`src/timer8_pkg.sv`:
```
// Shared constants and carrier types for the 8-bit timer with two compare channels.
// Assumes a single 100 MHz clock and word-aligned register access over classic Wishbone.
package timer8_pkg;

   // Register indices; a register's byte address is four times its index
   localparam logic [7:0] IDX_CTRL_A = 8'h24;
   localparam logic [7:0] IDX_CTRL_B = 8'h25;
   localparam logic [7:0] IDX_COUNT = 8'h26;
   localparam logic [7:0] IDX_CMP_A = 8'h27;
   localparam logic [7:0] IDX_CMP_B = 8'h28;
   localparam logic [7:0] IDX_FLAGS = 8'h29;
   localparam logic [7:0] IDX_PIN_DIR = 8'h2a;

   // Field positions in timer_control_a
   localparam int CA_COM_A_LSB = 6;
   localparam int CA_COM_B_LSB = 4;
   localparam int CA_WGM_LSB = 0;
   // Field positions in timer_control_b
   localparam int CB_FORCE_A = 7;
   localparam int CB_FORCE_B = 6;
   localparam int CB_WGM_HIGH = 3;
   localparam int CB_CS_LSB = 0;
   // Flag positions in the flag register
   localparam int FL_MATCH_B = 2;
   localparam int FL_MATCH_A = 1;
   localparam int FL_OVF = 0;

   // Reset values
   localparam logic [7:0] CTRL_RST = 8'h00;
   localparam logic [7:0] COUNT_RST = 8'h00;
   localparam logic [7:0] CMP_RST = 8'h00;
   localparam logic [2:0] FLAGS_RST = 3'h0;
   localparam logic [1:0] DIR_RST = 2'h0;

   // Counter extremes
   localparam logic [7:0] MAX_VAL = 8'hff;
   localparam logic [7:0] BOTTOM_VAL = 8'h00;

   // Prescaler taps: divide by 8, 64, 256 and 1024
   localparam int PRE_W = 10;
   localparam logic [PRE_W-1:0] PRE_MASK [4] = '{10'h007, 10'h03f, 10'h0ff, 10'h3ff};

   // Waveform modes
   localparam logic [2:0] WM_NORMAL = 3'h0;
   localparam logic [2:0] WM_CTC = 3'h2;
   localparam logic [2:0] WM_PHASE_A = 3'h5;
   localparam logic [2:0] WM_FAST_A = 3'h7;

   typedef enum logic [2:0] {
      CS_STOP = 3'b000,
      CS_DIV1 = 3'b001,
      CS_DIV8 = 3'b010,
      CS_DIV64 = 3'b011,
      CS_DIV256 = 3'b100,
      CS_DIV1024 = 3'b101,
      CS_EXT_FALL = 3'b110,
      CS_EXT_RISE = 3'b111
   } clk_sel_t;

   typedef enum logic [1:0] {
      CLS_NONPWM = 2'b00,
      CLS_FAST = 2'b01,
      CLS_PHASE = 2'b10
   } wave_class_t;

   // Per-channel configuration
   typedef struct packed {
      wave_class_t cls;
      logic [1:0] com;
      logic toggle_ok;
   } wave_cfg_t;

   // Per-channel events, each valid for one cycle, plus the down and cmp_is_top levels
   typedef struct packed {
      logic match;
      logic force_hit;
      logic bottom;
      logic top;
      logic down;
      logic cmp_is_top;
   } wave_evt_t;

endpackage

```
`src/timer8_prescale.sv`:
```
// Free-running prescaler giving one-cycle enables at divisions of 8, 64, 256 and 1024.
// Assumes the enclosing timer picks one tap; the taps share one counter.
`timescale 1ns/10ps
`default_nettype none
module timer8_prescale (
   // Clock and reset
   input wire logic clk,
   input wire logic rst,
   // Division enables
   output logic [3:0] div_en
);
   import timer8_pkg::*;

   logic [PRE_W-1:0] pre_r;

   // Shared counter, never stopped so all taps stay phase aligned
   always_ff @(posedge clk or posedge rst) begin
      if (rst) begin
         pre_r <= '0;
      end else begin
         pre_r <= pre_r + 1'b1;
      end
   end

   // One registered enable per tap
   for (genvar i = 0; i < 4; i++) begin : g_tap
      always_ff @(posedge clk or posedge rst) begin
         if (rst) begin
            div_en[i] <= 1'b0;
         end else begin
            div_en[i] <= (pre_r & PRE_MASK[i]) == PRE_MASK[i];
         end
      end
   end

endmodule
`default_nettype wire

```
`src/timer8_wave_unit.sv`:
```
// Waveform generator of one compare channel: holds the compare output level.
// Assumes the timer core feeds one-cycle match, force, bottom and top events.
`timescale 1ns/10ps
`default_nettype none
module timer8_wave_unit (
   // Clock and reset
   input wire logic clk,
   input wire logic rst,
   // Configuration and events
   input wire timer8_pkg::wave_cfg_t cfg,
   input wire timer8_pkg::wave_evt_t evt,
   // Output level
   output logic wave
);
   import timer8_pkg::*;

   logic wave_nxt;
   logic hit;

   // Next level from the channel mode
   always_comb begin
      wave_nxt = wave;
      // A match on TOP is dropped in PWM modes with the upper compare mode bit set
      hit = evt.match & ~(cfg.com[1] & evt.cmp_is_top & (cfg.cls != CLS_NONPWM));
      case (cfg.cls)
         CLS_NONPWM: begin
            if (evt.match | evt.force_hit) begin
               case (cfg.com)
                  2'b01: wave_nxt = ~wave;
                  2'b10: wave_nxt = 1'b0;
                  2'b11: wave_nxt = 1'b1;
                  default: wave_nxt = wave;
               endcase
            end
         end
         CLS_FAST: begin
            if (cfg.com[1]) begin
               if (hit) begin
                  wave_nxt = cfg.com[0];
               end else if (evt.bottom) begin
                  wave_nxt = ~cfg.com[0];
               end
            end else if (cfg.com[0] & cfg.toggle_ok & evt.match) begin
               wave_nxt = ~wave;
            end
         end
         CLS_PHASE: begin
            if (cfg.com[1]) begin
               if (hit) begin
                  wave_nxt = cfg.com[0] ^ evt.down;
               end else if (evt.top & evt.cmp_is_top) begin
                  wave_nxt = ~cfg.com[0];
               end
            end else if (cfg.com[0] & cfg.toggle_ok & evt.match) begin
               wave_nxt = ~wave;
            end
         end
         default: wave_nxt = wave;
      endcase
   end

   // Output register
   always_ff @(posedge clk or posedge rst) begin
      if (rst) begin
         wave <= 1'b0;
      end else begin
         wave <= wave_nxt;
      end
   end

endmodule
`default_nettype wire

```
`src/timer8_waveform_control.sv`:
```
// Top of the 8-bit timer: Wishbone registers, clock select, counter, compare and flags.
// Assumes a classic Wishbone master on SYS_CLK; the count pin is asynchronous.
`timescale 1ns/10ps
`default_nettype none
module timer8_waveform_control (
   // Clock and reset
   input wire logic SYS_CLK,
   input wire logic RST,
   // Wishbone slave
   input wire logic WB_CYC_I,
   input wire logic WB_STB_I,
   input wire logic WB_WE_I,
   input wire logic [31:0] WB_ADR_I,
   input wire logic [3:0] WB_SEL_I,
   input wire logic [31:0] WB_DAT_I,
   output logic [31:0] WB_DAT_O,
   output logic WB_ACK_O,
   // Interrupt vector taken: bit 2 match B, bit 1 match A, bit 0 overflow
   input wire logic [2:0] VECTOR_DONE,
   // External count pin
   input wire logic EXT_COUNT_PIN,
   // Compare pins, enables active low
   output logic COMPARE_OUT_A,
   output logic COMPARE_OUT_A_OE_N,
   output logic COMPARE_OUT_B,
   output logic COMPARE_OUT_B_OE_N
);
   import timer8_pkg::*;

   logic ack_r;
   logic [31:0] dat_r;
   logic [1:0] out_a_compare_mode_r, out_b_compare_mode_r;
   logic [1:0] waveform_mode_low_r;
   logic waveform_mode_high_r;
   clk_sel_t clock_select_r;
   logic [7:0] counter_value_r;
   logic [7:0] compare_value_a_r, compare_value_b_r;
   logic [7:0] cmp_a_act_r, cmp_b_act_r;
   logic [2:0] flags_r;
   logic [1:0] pin_dir_r;
   logic [1:0] oe_n_r;
   logic down_r, block_r;
   logic ext_s1_r, ext_s2_r, ext_s3_r;
   logic [3:0] div_en;
   logic [1:0] wave;
   logic req, wr, mapped;
   logic [7:0] idx, wdat, rdata;
   logic [2:0] waveform_mode;
   wave_class_t cls;
   logic tick, at_top;
   logic [7:0] top_val, cnt_nxt;
   logic match_a, match_b, ovf_ev;
   logic force_a, force_b, upd_cmp, cnt_wr;
   logic [2:0] flag_set, flag_clr;
   wave_cfg_t cfg [2];
   wave_evt_t evt [2];

   // Bus decode; upper address bits must be zero to hit a register
   assign req = WB_CYC_I & WB_STB_I & ~ack_r;
   assign mapped = WB_ADR_I[31:10] == 22'h000000;
   assign idx = WB_ADR_I[9:2];
   assign wdat = WB_DAT_I[7:0];
   assign wr = req & WB_WE_I & WB_SEL_I[0] & mapped;
   assign cnt_wr = wr & (idx == IDX_COUNT);

   // Read mux; reserved and strobe bits read zero
   always_comb begin
      rdata = 8'h00;
      if (mapped) begin
         case (idx)
            IDX_CTRL_A: rdata = {out_a_compare_mode_r, out_b_compare_mode_r, 2'b00,
                                 waveform_mode_low_r};
            IDX_CTRL_B: rdata = {4'h0, waveform_mode_high_r, clock_select_r};
            IDX_COUNT: rdata = counter_value_r;
            IDX_CMP_A: rdata = compare_value_a_r;
            IDX_CMP_B: rdata = compare_value_b_r;
            IDX_FLAGS: rdata = {5'h00, flags_r};
            IDX_PIN_DIR: rdata = {6'h00, pin_dir_r};
            default: rdata = 8'h00;
         endcase
      end
   end

   // Answer one cycle after the request; unmapped reads return zero
   always_ff @(posedge SYS_CLK or posedge RST) begin
      if (RST) begin
         ack_r <= 1'b0;
         dat_r <= 32'h00000000;
      end else begin
         ack_r <= req;
         if (req) begin
            dat_r <= {24'h000000, rdata};
         end
      end
   end
   assign WB_ACK_O = ack_r;
   assign WB_DAT_O = dat_r;

   // Control and compare buffer registers
   always_ff @(posedge SYS_CLK or posedge RST) begin
      if (RST) begin
         out_a_compare_mode_r <= CTRL_RST[1:0];
         out_b_compare_mode_r <= CTRL_RST[1:0];
         waveform_mode_low_r <= CTRL_RST[1:0];
         waveform_mode_high_r <= 1'b0;
         clock_select_r <= CS_STOP;
         compare_value_a_r <= CMP_RST;
         compare_value_b_r <= CMP_RST;
         pin_dir_r <= DIR_RST;
      end else if (wr) begin
         case (idx)
            IDX_CTRL_A: begin
               out_a_compare_mode_r <= wdat[CA_COM_A_LSB +: 2];
               out_b_compare_mode_r <= wdat[CA_COM_B_LSB +: 2];
               waveform_mode_low_r <= wdat[CA_WGM_LSB +: 2];
            end
            IDX_CTRL_B: begin
               waveform_mode_high_r <= wdat[CB_WGM_HIGH];
               clock_select_r <= clk_sel_t'(wdat[CB_CS_LSB +: 3]);
            end
            IDX_CMP_A: compare_value_a_r <= wdat;
            IDX_CMP_B: compare_value_b_r <= wdat;
            IDX_PIN_DIR: pin_dir_r <= wdat[1:0];
            default: pin_dir_r <= pin_dir_r;
         endcase
      end
   end

   // Mode decode; reserved modes 4 and 6 behave as a plain non-PWM counter
   assign waveform_mode = {waveform_mode_high_r, waveform_mode_low_r};
   always_comb begin
      case (waveform_mode_low_r)
         2'b01: cls = CLS_PHASE;
         2'b11: cls = CLS_FAST;
         default: cls = CLS_NONPWM;
      endcase
   end
   // Compare A is TOP in modes 2, 5 and 7, else fixed MAX
   assign top_val = (waveform_mode == WM_CTC || waveform_mode == WM_PHASE_A ||
                     waveform_mode == WM_FAST_A) ? cmp_a_act_r : MAX_VAL;
   assign at_top = counter_value_r == top_val;

   // Strobes only act outside PWM; software keeps them zero in PWM modes
   assign force_a = wr & (idx == IDX_CTRL_B) & wdat[CB_FORCE_A] & (cls == CLS_NONPWM);
   assign force_b = wr & (idx == IDX_CTRL_B) & wdat[CB_FORCE_B] & (cls == CLS_NONPWM);

   // Count pin synchroniser; edges taken from the second and third stages
   always_ff @(posedge SYS_CLK or posedge RST) begin
      if (RST) begin
         ext_s1_r <= 1'b0;
         ext_s2_r <= 1'b0;
         ext_s3_r <= 1'b0;
      end else begin
         ext_s1_r <= EXT_COUNT_PIN;
         ext_s2_r <= ext_s1_r;
         ext_s3_r <= ext_s2_r;
      end
   end

   timer8_prescale u_prescale (
      .clk(SYS_CLK),
      .rst(RST),
      .div_en(div_en)
   );

   // Timer tick select; pin direction is not consulted for the count pin
   always_comb begin
      case (clock_select_r)
         CS_STOP: tick = 1'b0;
         CS_DIV1: tick = 1'b1;
         CS_DIV8: tick = div_en[0];
         CS_DIV64: tick = div_en[1];
         CS_DIV256: tick = div_en[2];
         CS_DIV1024: tick = div_en[3];
         CS_EXT_FALL: tick = ~ext_s2_r & ext_s3_r;
         CS_EXT_RISE: tick = ext_s2_r & ~ext_s3_r;
         default: tick = 1'b0;
      endcase
   end

   // Next count per mode
   always_comb begin
      if (cls == CLS_PHASE) begin
         if (!down_r) begin
            cnt_nxt = at_top ? counter_value_r - 8'h01 : counter_value_r + 8'h01;
         end else begin
            cnt_nxt = (counter_value_r == BOTTOM_VAL) ? counter_value_r + 8'h01 :
                      counter_value_r - 8'h01;
         end
      end else if (at_top) begin
         cnt_nxt = BOTTOM_VAL;
      end else begin
         cnt_nxt = counter_value_r + 8'h01;
      end
   end

   // Counter; a bus write wins over a tick
   always_ff @(posedge SYS_CLK or posedge RST) begin
      if (RST) begin
         counter_value_r <= COUNT_RST;
      end else if (cnt_wr) begin
         counter_value_r <= wdat;
      end else if (tick) begin
         counter_value_r <= cnt_nxt;
      end
   end

   // Direction of the dual-slope count
   always_ff @(posedge SYS_CLK or posedge RST) begin
      if (RST) begin
         down_r <= 1'b0;
      end else if (cls != CLS_PHASE) begin
         down_r <= 1'b0;
      end else if (tick) begin
         if (!down_r && at_top) begin
            down_r <= 1'b1;
         end else if (down_r && counter_value_r == BOTTOM_VAL) begin
            down_r <= 1'b0;
         end
      end
   end

   // Match block armed by a counter write, spent on the next tick
   always_ff @(posedge SYS_CLK or posedge RST) begin
      if (RST) begin
         block_r <= 1'b0;
      end else if (cnt_wr) begin
         block_r <= 1'b1;
      end else if (tick) begin
         block_r <= 1'b0;
      end
   end

   // Continuous comparators, sampled on the tick
   assign match_a = tick & ~block_r & (counter_value_r == cmp_a_act_r);
   assign match_b = tick & ~block_r & (counter_value_r == cmp_b_act_r);

   // Active compare values: immediate outside PWM, updated at TOP in both PWM classes
   always_comb begin
      case (cls)
         CLS_PHASE: upd_cmp = tick & at_top & ~down_r;
         CLS_FAST: upd_cmp = tick & at_top;
         default: upd_cmp = 1'b1;
      endcase
   end
   always_ff @(posedge SYS_CLK or posedge RST) begin
      if (RST) begin
         cmp_a_act_r <= CMP_RST;
         cmp_b_act_r <= CMP_RST;
      end else if (upd_cmp) begin
         cmp_a_act_r <= compare_value_a_r;
         cmp_b_act_r <= compare_value_b_r;
      end
   end

   // Overflow: BOTTOM in phase modes, TOP in mode 7, MAX elsewhere
   always_comb begin
      if (cls == CLS_PHASE) begin
         ovf_ev = tick & down_r & (counter_value_r == BOTTOM_VAL);
      end else if (waveform_mode == WM_FAST_A) begin
         ovf_ev = tick & at_top;
      end else begin
         ovf_ev = tick & (counter_value_r == MAX_VAL);
      end
   end

   // Flags: set wins over a same-cycle clear; forced matches never set them
   assign flag_set = {match_b, match_a, ovf_ev};
   assign flag_clr = VECTOR_DONE | ({3{wr & (idx == IDX_FLAGS)}} & wdat[2:0]);
   always_ff @(posedge SYS_CLK or posedge RST) begin
      if (RST) begin
         flags_r <= FLAGS_RST;
      end else begin
         flags_r <= flag_set | (flags_r & ~flag_clr);
      end
   end

   // Channel configuration and events; only channel A may toggle in PWM modes
   assign cfg[0] = '{cls: cls, com: out_a_compare_mode_r, toggle_ok: waveform_mode_high_r};
   assign cfg[1] = '{cls: cls, com: out_b_compare_mode_r, toggle_ok: 1'b0};
   assign evt[0] = '{match: match_a, force_hit: force_a, bottom: tick & at_top,
                     top: tick & at_top & ~down_r, down: down_r,
                     cmp_is_top: cmp_a_act_r == top_val};
   assign evt[1] = '{match: match_b, force_hit: force_b, bottom: tick & at_top,
                     top: tick & at_top & ~down_r, down: down_r,
                     cmp_is_top: cmp_b_act_r == top_val};

   // One waveform unit per channel
   for (genvar ch = 0; ch < 2; ch++) begin : g_chan
      timer8_wave_unit u_wave (
         .clk(SYS_CLK),
         .rst(RST),
         .cfg(cfg[ch]),
         .evt(evt[ch]),
         .wave(wave[ch])
      );
   end

   // Pin drive enables; disconnected channels release the pin
   always_ff @(posedge SYS_CLK or posedge RST) begin
      if (RST) begin
         oe_n_r <= 2'b11;
      end else begin
         oe_n_r[0] <= ~((out_a_compare_mode_r != 2'b00) & pin_dir_r[0]);
         oe_n_r[1] <= ~((out_b_compare_mode_r != 2'b00) & pin_dir_r[1]);
      end
   end
   assign COMPARE_OUT_A = wave[0];
   assign COMPARE_OUT_B = wave[1];
   assign COMPARE_OUT_A_OE_N = oe_n_r[0];
   assign COMPARE_OUT_B_OE_N = oe_n_r[1];

   // Checks
   pin_route_a: assert property (@(posedge SYS_CLK) disable iff (RST)
      ##1 COMPARE_OUT_B_OE_N == ~(($past(out_b_compare_mode_r) != 2'b00) & $past(pin_dir_r[1])))
      else $error("compare B pin enable wrong");
   reserved_read_a: assert property (@(posedge SYS_CLK) disable iff (RST)
      req & ~WB_WE_I & mapped & (idx == IDX_CTRL_B) |=> WB_ACK_O && WB_DAT_O[7:4] == 4'h0)
      else $error("control B reserved or strobe bits nonzero");
   nonpwm_clear_a: assert property (@(posedge SYS_CLK) disable iff (RST)
      (cls == CLS_NONPWM) && out_b_compare_mode_r == 2'b10 && match_b |=> !COMPARE_OUT_B)
      else $error("compare B not cleared on match");
   ctc_wrap_a: assert property (@(posedge SYS_CLK) disable iff (RST)
      waveform_mode == WM_CTC && tick && at_top && !cnt_wr |=> counter_value_r == BOTTOM_VAL)
      else $error("clear-on-match counter did not return to zero");
   force_noflag_a: assert property (@(posedge SYS_CLK) disable iff (RST)
      (force_a | force_b) && !tick && VECTOR_DONE == 3'h0 |=> flags_r == $past(flags_r))
      else $error("forced compare changed a flag");
   write_block_a: assert property (@(posedge SYS_CLK) disable iff (RST)
      cnt_wr ##1 tick |-> !match_a && !match_b)
      else $error("match seen right after counter write");
   div8_rate_a: assert property (@(posedge SYS_CLK) disable iff (RST)
      clock_select_r == CS_DIV8 && tick |=> (!tick || clock_select_r != CS_DIV8)[*7])
      else $error("divide by 8 tick too soon");
   phase_turn_a: assert property (@(posedge SYS_CLK) disable iff (RST)
      cls == CLS_PHASE && tick && at_top && !down_r && !cnt_wr |=> down_r)
      else $error("dual-slope count did not reverse at TOP");
   flag_wins_a: assert property (@(posedge SYS_CLK) disable iff (RST)
      match_b |=> flags_r[FL_MATCH_B])
      else $error("match B flag lost");
   normal_wrap_a: assert property (@(posedge SYS_CLK) disable iff (RST)
      waveform_mode == WM_NORMAL && tick && counter_value_r == MAX_VAL && !cnt_wr
      |=> counter_value_r == BOTTOM_VAL && flags_r[FL_OVF])
      else $error("normal mode wrap or overflow flag wrong");

endmodule
`default_nettype wire

```
`config.mk`:
```
export PLATFORM = sky130hd
export DESIGN_NAME = timer8_waveform_control
export DESIGN_NICKNAME = d
export VERILOG_FILES = /design/src/timer8_pkg.sv /design/src/timer8_prescale.sv /design/src/timer8_wave_unit.sv /design/src/timer8_waveform_control.sv
export SDC_FILE = /design/constraint.sdc
export NUM_CORES = 1
export LEC_CHECK = 0
export BUFFER_PORTS_ARGS = -buffer_cell sky130_fd_sc_hd__buf_2
export CAP_MARGIN = 30
export CORE_UTILIZATION = 49
export DETAILED_ROUTE_END_ITERATION = 8
export PLACE_DENSITY = 0.87
export REMOVE_ABC_BUFFERS = 1
export SKIP_CTS_REPAIR_TIMING = 1
export SYNTH_ARGS = -nofsm -noshare
export SYNTH_HDL_FRONTEND = slang
export SYNTH_HIERARCHICAL = 1
export SYNTH_SLANG_ARGS = --single-unit
```
`constraint.sdc`:
```
create_clock -name SYS_CLK -period 2.49 [get_ports SYS_CLK]
set_input_delay 0.1245 -clock SYS_CLK [delete_from_list [all_inputs] [get_ports SYS_CLK]]
set_output_delay 0.1245 -clock SYS_CLK [all_outputs]
set_load 0.02 [all_outputs]
```
==> flow_metrics.py, run 1 <==
metrics = {
    "final_layout": {
        "layout_commonest_cell": "dfrtp_1",
        "drive_gt1_frac": 0.306,
        "syn_to_final_growth_pct": 18.8,
        "fin_nets": 762,
        "layout_common_cells": "dfrtp_1, buf_2, nand2_1",
        "diodes": 0,
    },
    "sta": {
        "worst_slack_ps": -303,
        "worst_pin_slew_ps": 527,
        "rsz0062_at_grt": "true",
        "drv_slew": 0,
        "period_minus_slack_ps": 2790,
        "fin_worst_skew_ps": 13.4,
        "max_freq_mhz": 358,
        "finalCritPeriodShare": 1.12,
        "finalHoldViolations": 0,
        "tns_ps": -1580,
        "slew_headroom": 0.645,
        "setup_violations": 19,
    },
    "setup_path": {
        "cp-start-kind": "flip-flop",
        "crit_fanout": 5,
        "ff2ff_path_depth": 12,
        "arrival_ps": 3090,
        "crit_type": "reg -> reg",
        "setup.worst_path.end_class": "flip-flop",
        "cp_data_required_time_ps": 2790,
    },
    "power_and_ir_drop": {
        "combPwrFrac": 0.057,
        "p_total_mw": 2.63,
        "netSwitchingPower_uw": 619,
        "clockPowerShare": 0.405,
        "p_seq_frac": 0.539,
        "intPower_mw": 2.01,
        "netSwitchingFraction": 0.236,
        "p_per_area_mw_per_mm2": 407,
        "irDropWorstVdd_mv": 0.421,
        "cellLeakagePower_nw": 3.08,
    },
    "die": {
        "rows": 38,
        "die_w_um": 107,
        "die-area_mm2": 0.0115,
        "fp.dieH_um": 107,
        "core_mm2": 0.0108,
        "initial_utilization": 0.502,
        "ios": 114,
    },
    "clock_tree": {
        "cts_root_buf": "clkbuf_8",
        "tritoncts": "yes",
        "numCtsBuffers": 9,
        "path_clk_slew_ps": 90,
        "h-tree-depth": 3,
        "cts_buffer_depth": 2,
        "clk_latency_ps": 370,
        "clock_sinks": 87,
    },
    "synthesis": {
        "post_synth.cell_area_avg_um2": 9.54,
        "synthesis.area_mm2": 0.00544,
        "synthFlopType": "dfrtp_1",
        "synthCells": 570,
        "synth_edf_count": 0,
        "synthArstFlopShare": 1.00,
        "yosys_warnings": 6,
        "ys_seq_area_frac": 0.401,
        "synth.distinct_cells": 66,
        "yosys_register_bits": 87,
    },
    "global_route": {
        "grt_overflow": 0,
        "antenna_found_initial": 1,
        "grt_max_degree": 67,
        "grt_use_met3": 0.0393,
        "grt_util_met2": 0.480,
        "first_global_vias": 4870,
        "grt_pass1_wl_um": 24400,
        "grt_usage": 0.278,
        "busiest_layer": "met2",
        "use_met1": 0.336,
    },
    "placement": {
        "gp_congestion": 0.936,
        "place_ws_ps": -427,
        "port_buffers": 60,
        "dp_hpwl_um": 11300,
    },
    "detailed_routing": {
        "ant_nets": 0,
        "first_pass_iters": 9,
        "wl_per_cell_um": 19.0,
        "drc": 3,
        "vias": 4880,
        "drt-initial-drc-count": 413,
        "drt_wl_total_um": 15500,
        "viasPerCell": 6.00,
    },
    "min_path": {
        "hp-class": "in -> reg",
        "whs_path_depth": 3,
    },
    "run_status": {
        "status": "finished with violations",
        "failed_checks": "design-rule violations, negative setup slack",
    },
    "job": {
        "maxCapViolations": 0,
    },
}
-- final timing paths --
kind | from | to | slack (ps)
max in group asynchronous | RST | oe_n_r[1]$_DFF_PP1_ | 1630
min in group asynchronous | RST | g_chan[0].u_wave/wave$_DFFE_PP0P_ | 170
worst max-delay path | waveform_mode_high_r$_DFFE_PP0N_ | g_chan[1].u_wave/wave$_DFFE_PP0P_ | -300
worst min-delay path | VECTOR_DONE[0] | flags_r[0]$_DFF_PP0_ | 40
worst max register to register | waveform_mode_high_r$_DFFE_PP0N_ | g_chan[1].u_wave/wave$_DFFE_PP0P_ | -300
worst min register to register | ext_s1_r$_DFF_PP0_ | ext_s2_r$_DFF_PP0_ | 360
-- routing by layer --
| metal | up-vias | share of wire |
|---|---|---|
| met2 | 246 | 0.49 |
| met3 | 59 | 0.075 |
| met5 | - | 0.00084 |
| met4 | 2 | 0.041 |
| met1 | 2382 | 0.39 |
| li1 | 2191 | - |
-- area by class of cell --
type | count | area (um^2)
clock buffers | 10 | 128
clock inverters | 4 | 72.6
fillers | 871 | 4380
inverters | 24 | 90.1
multi-input cells | 434 | 3050
flip-flops and latches | 87 | 2180
well taps | 140 | 175
repair buffers | 114 | 761
-- cell families after synthesis --
| group | after synthesis | synth area share |
|---|---|---|
| AO/OA/AOI/OAI | 106 | 0.128 |
| XOR/XNOR | 35 | 0.0564 |
| adder cells (fa/ha/maj) | 15 | 0.0345 |
| buffers and inverters | 75 | 0.0729 |
| flip-flops | 87 | 0.401 |
| multiplexers | 50 | 0.112 |
| other | 1 | 0.000690 |
| AND/OR/NAND/NOR | 201 | 0.194 |
-- registers in the layout, summed over array words and instances (netlist names), 2 cells and up --
name	flops
clock_select_r	3
out_b_compare_mode_r	2
g_chan.u_wave/wave	2
waveform_mode_low_r	2
cmp_b_act_r	8
compare_value_a_r	8
counter_value_r	8
u_prescale/div_en	4
u_prescale/pre_r	10
flags_r	3
pin_dir_r	2
compare_value_b_r	8
oe_n_r	2
out_a_compare_mode_r	2
cmp_a_act_r	8
WB_DAT_O	8
-- worst max-delay path: stages, from the launching register on --
cell	delay (ps)
dfrtp_1	390
or3b_4	430
and2_4	200
buf_4	140
nor4_2	240
a21oi_2	70
nor3_2	180
buf_4	140
nor2b_4	140
and4b_1	230
nor4b_2	290
a21oi_1	140
o21ai_1	140
-- through the flow --
stage | util | instance area, um^2 | cells | hold slack, ps
after floorplan | - | 5230 | 544 | -147
after global placement | 0.566 | 6140 | 796 | 7.80
after detailed placement | 0.566 | 6140 | 796 | 8.02
after CTS | 0.585 | 6340 | 810 | -387
after global routing | 0.596 | 6460 | 813 | 38.6
final | 0.596 | 6460 | 813 | 37.3
-- cells in the mapped netlist, types with 9 or more instances --
cell	instances	area, um^2
mux2_4	10	150
a21o_1	9	67.6
nand2_1	59	221
xnor2_1	16	140
clkbuf_1	20	75.1
a22oi_1	9	67.6
o21ai_0	18	90.1
nor3_1	22	110
nand3_1	23	115
inv_1	22	82.6
nor4_1	12	75.1
ha_1	15	188
a21oi_1	28	140
xor2_1	19	166
nand4_1	11	68.8
mux2_2	34	383
nor2_1	32	120
dfrtp_1	85	2130
buf_4	24	180
-- power groups by stage --
| stage | logic [mW] | registers (mW) | clock network [mW] |
|---|---|---|---|
| finish | 0.149 | 1.42 | 1.06 |
| global route | 0.163 | 1.42 | 1.12 |
| CTS | 0.145 | 1.42 | 1.06 |
| detailed placement | 0.144 | 1.44 | 0 |
| global placement | 0.140 | 1.44 | 0 |
| floorplan | 0.0700 | 1.45 | 0 |
(Power assumes the default switching activity.)
==> run 2, diff against run 1 <==
--- a/config.mk
+++ b/config.mk
@@ -5,11 +5,12 @@
 export SDC_FILE = /design/constraint.sdc
 export NUM_CORES = 1
 export LEC_CHECK = 0
+export ABC_AREA = 1
 export BUFFER_PORTS_ARGS = -buffer_cell sky130_fd_sc_hd__buf_2
 export CAP_MARGIN = 30
 export CORE_UTILIZATION = 49
 export DETAILED_ROUTE_END_ITERATION = 8
-export PLACE_DENSITY = 0.87
+export PLACE_DENSITY = 0.86
 export REMOVE_ABC_BUFFERS = 1
 export SKIP_CTS_REPAIR_TIMING = 1
 export SYNTH_ARGS = -nofsm -noshare
==> constraint.sdc (replaced) <==
create_clock -name SYS_CLK -period 2.2 [get_ports SYS_CLK]
set_input_delay 0.11 -clock SYS_CLK [delete_from_list [all_inputs] [get_ports SYS_CLK]]
set_output_delay 0.11 -clock SYS_CLK [all_outputs]
set_load 0.02 [all_outputs]
==> flow_metrics.py, run 2 <==
metrics = {
    "sta": {
        "period_minus_slack_ps": 2380,
        "whs_ps": 11.8,
        "max_freq_mhz": 420,
        "drv_slew": 0,
        "worst_slack_ps": -183,
        "finalHoldViolations": 0,
        "tns_ps": -319,
        "setup_violations": 2,
        "finalCritPeriodShare": 1.08,
        "rsz0062_at_grt": "true",
        "worst_pin_slew_ps": 546,
        "fin_worst_skew_ps": 4.34,
        "slew_headroom": 0.635,
    },
    "final_layout": {
        "syn_to_final_growth_pct": 18.3,
        "diodes": 0,
        "layout_commonest_cell": "nand2_1",
        "top_register": "u_prescale/pre_r",
        "stdcell_count": 1032,
        "largest_register_ffs": 10,
        "fin_nets": 977,
        "drive_gt1_frac": 0.217,
        "layout_common_cells": "nand2_1, inv_1, dfrtp_1",
    },
    "min_path": {
        "min_from": "WB_DAT_I[0]",
        "hp-class": "in -> reg",
        "hold_end": "counter_value_r[0]$_DFFE_PP0P_",
        "whs_path_depth": 3,
    },
    "detailed_routing": {
        "first_pass_iters": 5,
        "drc": 0,
        "drt-initial-drc-count": 511,
        "viasPerCell": 5.38,
        "wl_per_cell_um": 15.2,
        "ant_nets": 0,
        "vias": 5547,
        "drt_wl_total_um": 15700,
    },
    "setup_path": {
        "ff2ff_path_depth": 16,
        "rr_startpoint": "waveform_mode_high_r$_DFFE_PP0N_",
        "crit_slowest_cell": "or4_1",
        "arrival_ps": 2660,
        "critPathMaxStageDelay_ps": 530,
        "cp-start-kind": "flip-flop",
        "r2r_end": "g_chan[1].u_wave/wave$_DFFE_PP0P_",
        "cp_data_required_time_ps": 2480,
        "crit_type": "reg -> reg",
        "crit_fanout": 7,
        "path_cells": "inv_2, nand3_2, nand2_4, nand2_4, xor2_1, or4_1, nor2_1, buf_4, nand2_4, nor2_2, nor2_1, nand2_1, nand2_1, nor2_2, nand2_1, a21oi_2",
        "rrSetupSlack_ps": -180,
        "cp_top_family": "simple AND/OR/NAND/NOR gates",
        "setup.worst_path.end_class": "flip-flop",
        "path_buf_inv": 2,
    },
    "synthesis": {
        "synthTopCellsByCount": "nand2_1, inv_1, dfrtp_1, nor2_1, o21ai_0",
        "synth_edf_count": 0,
        "synth.distinct_cells": 49,
        "synthArstFlopShare": 1.00,
        "synthCells": 783,
        "yosysMostFrequentCell": "nand2_1",
        "yosys_warnings": 6,
        "ys_seq_area_frac": 0.377,
        "synthesis.area_mm2": 0.00579,
        "post_synth.cell_area_avg_um2": 7.39,
        "yosysTopAreaCell": "dfrtp_1",
        "yosys_register_bits": 87,
        "synth_top_area_frac": 0.368,
        "synth_area_leaders": "dfrtp_1, nand2_1, inv_1",
        "synthFlopType": "dfrtp_1",
    },
    "global_route": {
        "grt_max_degree": 72,
        "antenna_found_initial": 0,
        "grt_usage": 0.261,
        "grt_overflow": 0,
        "first_global_vias": 5333,
        "grt_pass1_wl_um": 25300,
    },
    "job": {
        "maxCapViolations": 0,
    },
    "placement": {
        "placedCellCount": 1011,
        "port_buffers": 60,
        "gp_congestion": 0.985,
        "dp_hpwl_um": 11500,
    },
    "power_and_ir_drop": {
        "irDropWorstVdd_mv": 0.408,
        "cellLeakagePower_nw": 3.50,
        "p_per_area_mw_per_mm2": 485,
    },
    "clock_tree": {
        "numCtsBuffers": 9,
        "tritoncts": "yes",
        "cts_buffer_depth": 2,
        "h-tree-depth": 3,
        "clk_latency_ps": 350,
        "clock_sinks": 87,
        "path_clk_slew_ps": 60,
        "cts_root_buf": "clkbuf_16",
    },
    "die": {
        "rows": 39,
        "initial_utilization": 0.505,
        "die_w_um": 111,
        "fp.dieH_um": 111,
        "core_mm2": 0.0115,
        "ios": 114,
        "die-area_mm2": 0.0122,
    },
    "run_status": {
        "status": "finished with violations",
        "failed_checks": "negative setup slack",
    },
}
-- run 2: cell count changes after synthesis, sizes merged, moves of 21 or more --
cell / delta
nor2: +35
mux2: -47
nand2: +161
o21ai: +48
inv: +100
nand3: +21
-- run 2: where the power goes --
group / total, mW / switching [mW] / leakage, nW / internal [mW]
sequential: 1.61 / 0.00191 / 1.15 / 1.60
clock: 1.54 / 0.633 / 0.146 / 0.911
combinational: 0.169 / 0.122 / 2.20 / 0.0469
total: 3.32 / 0.757 / 3.50 / 2.56
-- run 2: cell families (layout without fill, tap and decap cells) --
| group | count (synthesis) | in the layout | synth area share |
|---|---|---|---|
| xor+xnor | 31 | 31 | 0.0469 |
| fa+ha+maj | 15 | 15 | 0.0324 |
| other cells | 1 | 26 | 0.000648 |
| flops | 87 | 87 | 0.377 |
| simple gates | 367 | 368 | 0.284 |
| buf+inv | 166 | 246 | 0.134 |
| compound gates | 116 | 116 | 0.125 |
-- run 2: worst max path at each step --
stage / startpoint / endpoint / slack (ps) / depth (start not counted)
6_report: waveform_mode_high_r$_DFFE_PP0N_ / g_chan[1].u_wave/wave$_DFFE_PP0P_ / -180 / 16
5_1_grt: waveform_mode_high_r$_DFFE_PP0N_ / g_chan[1].u_wave/wave$_DFFE_PP0P_ / -350 / 16
4_1_cts: waveform_mode_high_r$_DFFE_PP0N_ / g_chan[1].u_wave/wave$_DFFE_PP0P_ / -110 / 14
3_5_place_dp: waveform_mode_high_r$_DFFE_PP0N_ / g_chan[1].u_wave/wave$_DFFE_PP0P_ / -80 / 13
3_3_place_gp: waveform_mode_high_r$_DFFE_PP0N_ / g_chan[1].u_wave/wave$_DFFE_PP0P_ / -40 / 13
2_1_floorplan: waveform_mode_low_r[0]$_DFFE_PP0P_ / g_chan[1].u_wave/wave$_DFFE_PP0P_ / -140 / 11
-- run 2: layout make-up --
type	instances	area (um^2)
inverter	125	474
clock inverter	4	52.6
sequential	87	2180
multi-input combinational	556	3050
timing repair buffer	106	667
clock buffer	11	243
tap	143	179
fill	992	4630
-- run 2: worst register-to-register path: stages, from the launching register on --
cell and delay, ps:
dfrtp_1 440, inv_2 90, nand3_2 80, nand2_4 150
nand2_4 60, xor2_1 130, or4_1 530, nor2_1 120
buf_4 140, nand2_4 70, nor2_2 90, nor2_1 40
nand2_1 50, nand2_1 70, nor2_2 90, nand2_1 70
a21oi_2 110
-- run 2: per-layer routing --
metal,track usage,vias to the layer above,part of all wire
li1,-,2638,-
met1,0.323,2573,0.39
met2,0.428,268,0.49
met3,0.0432,68,0.070
met4,0.157,0,0.050
met5,0,-,0
-- run 2: stage by stage --
step                      setup slack, ps   util  power [mW]  instance area [um^2]
after detailed placement            -76.5  0.556        1.80                  6380
final                                -183  0.597        3.32                  6840
after global placement              -42.7  0.556        1.80                  6380
after CTS                            -113  0.582        3.33                  6670
after global routing                 -352  0.597        3.43                  6840
after floorplan                      -136      -        1.72                  5580
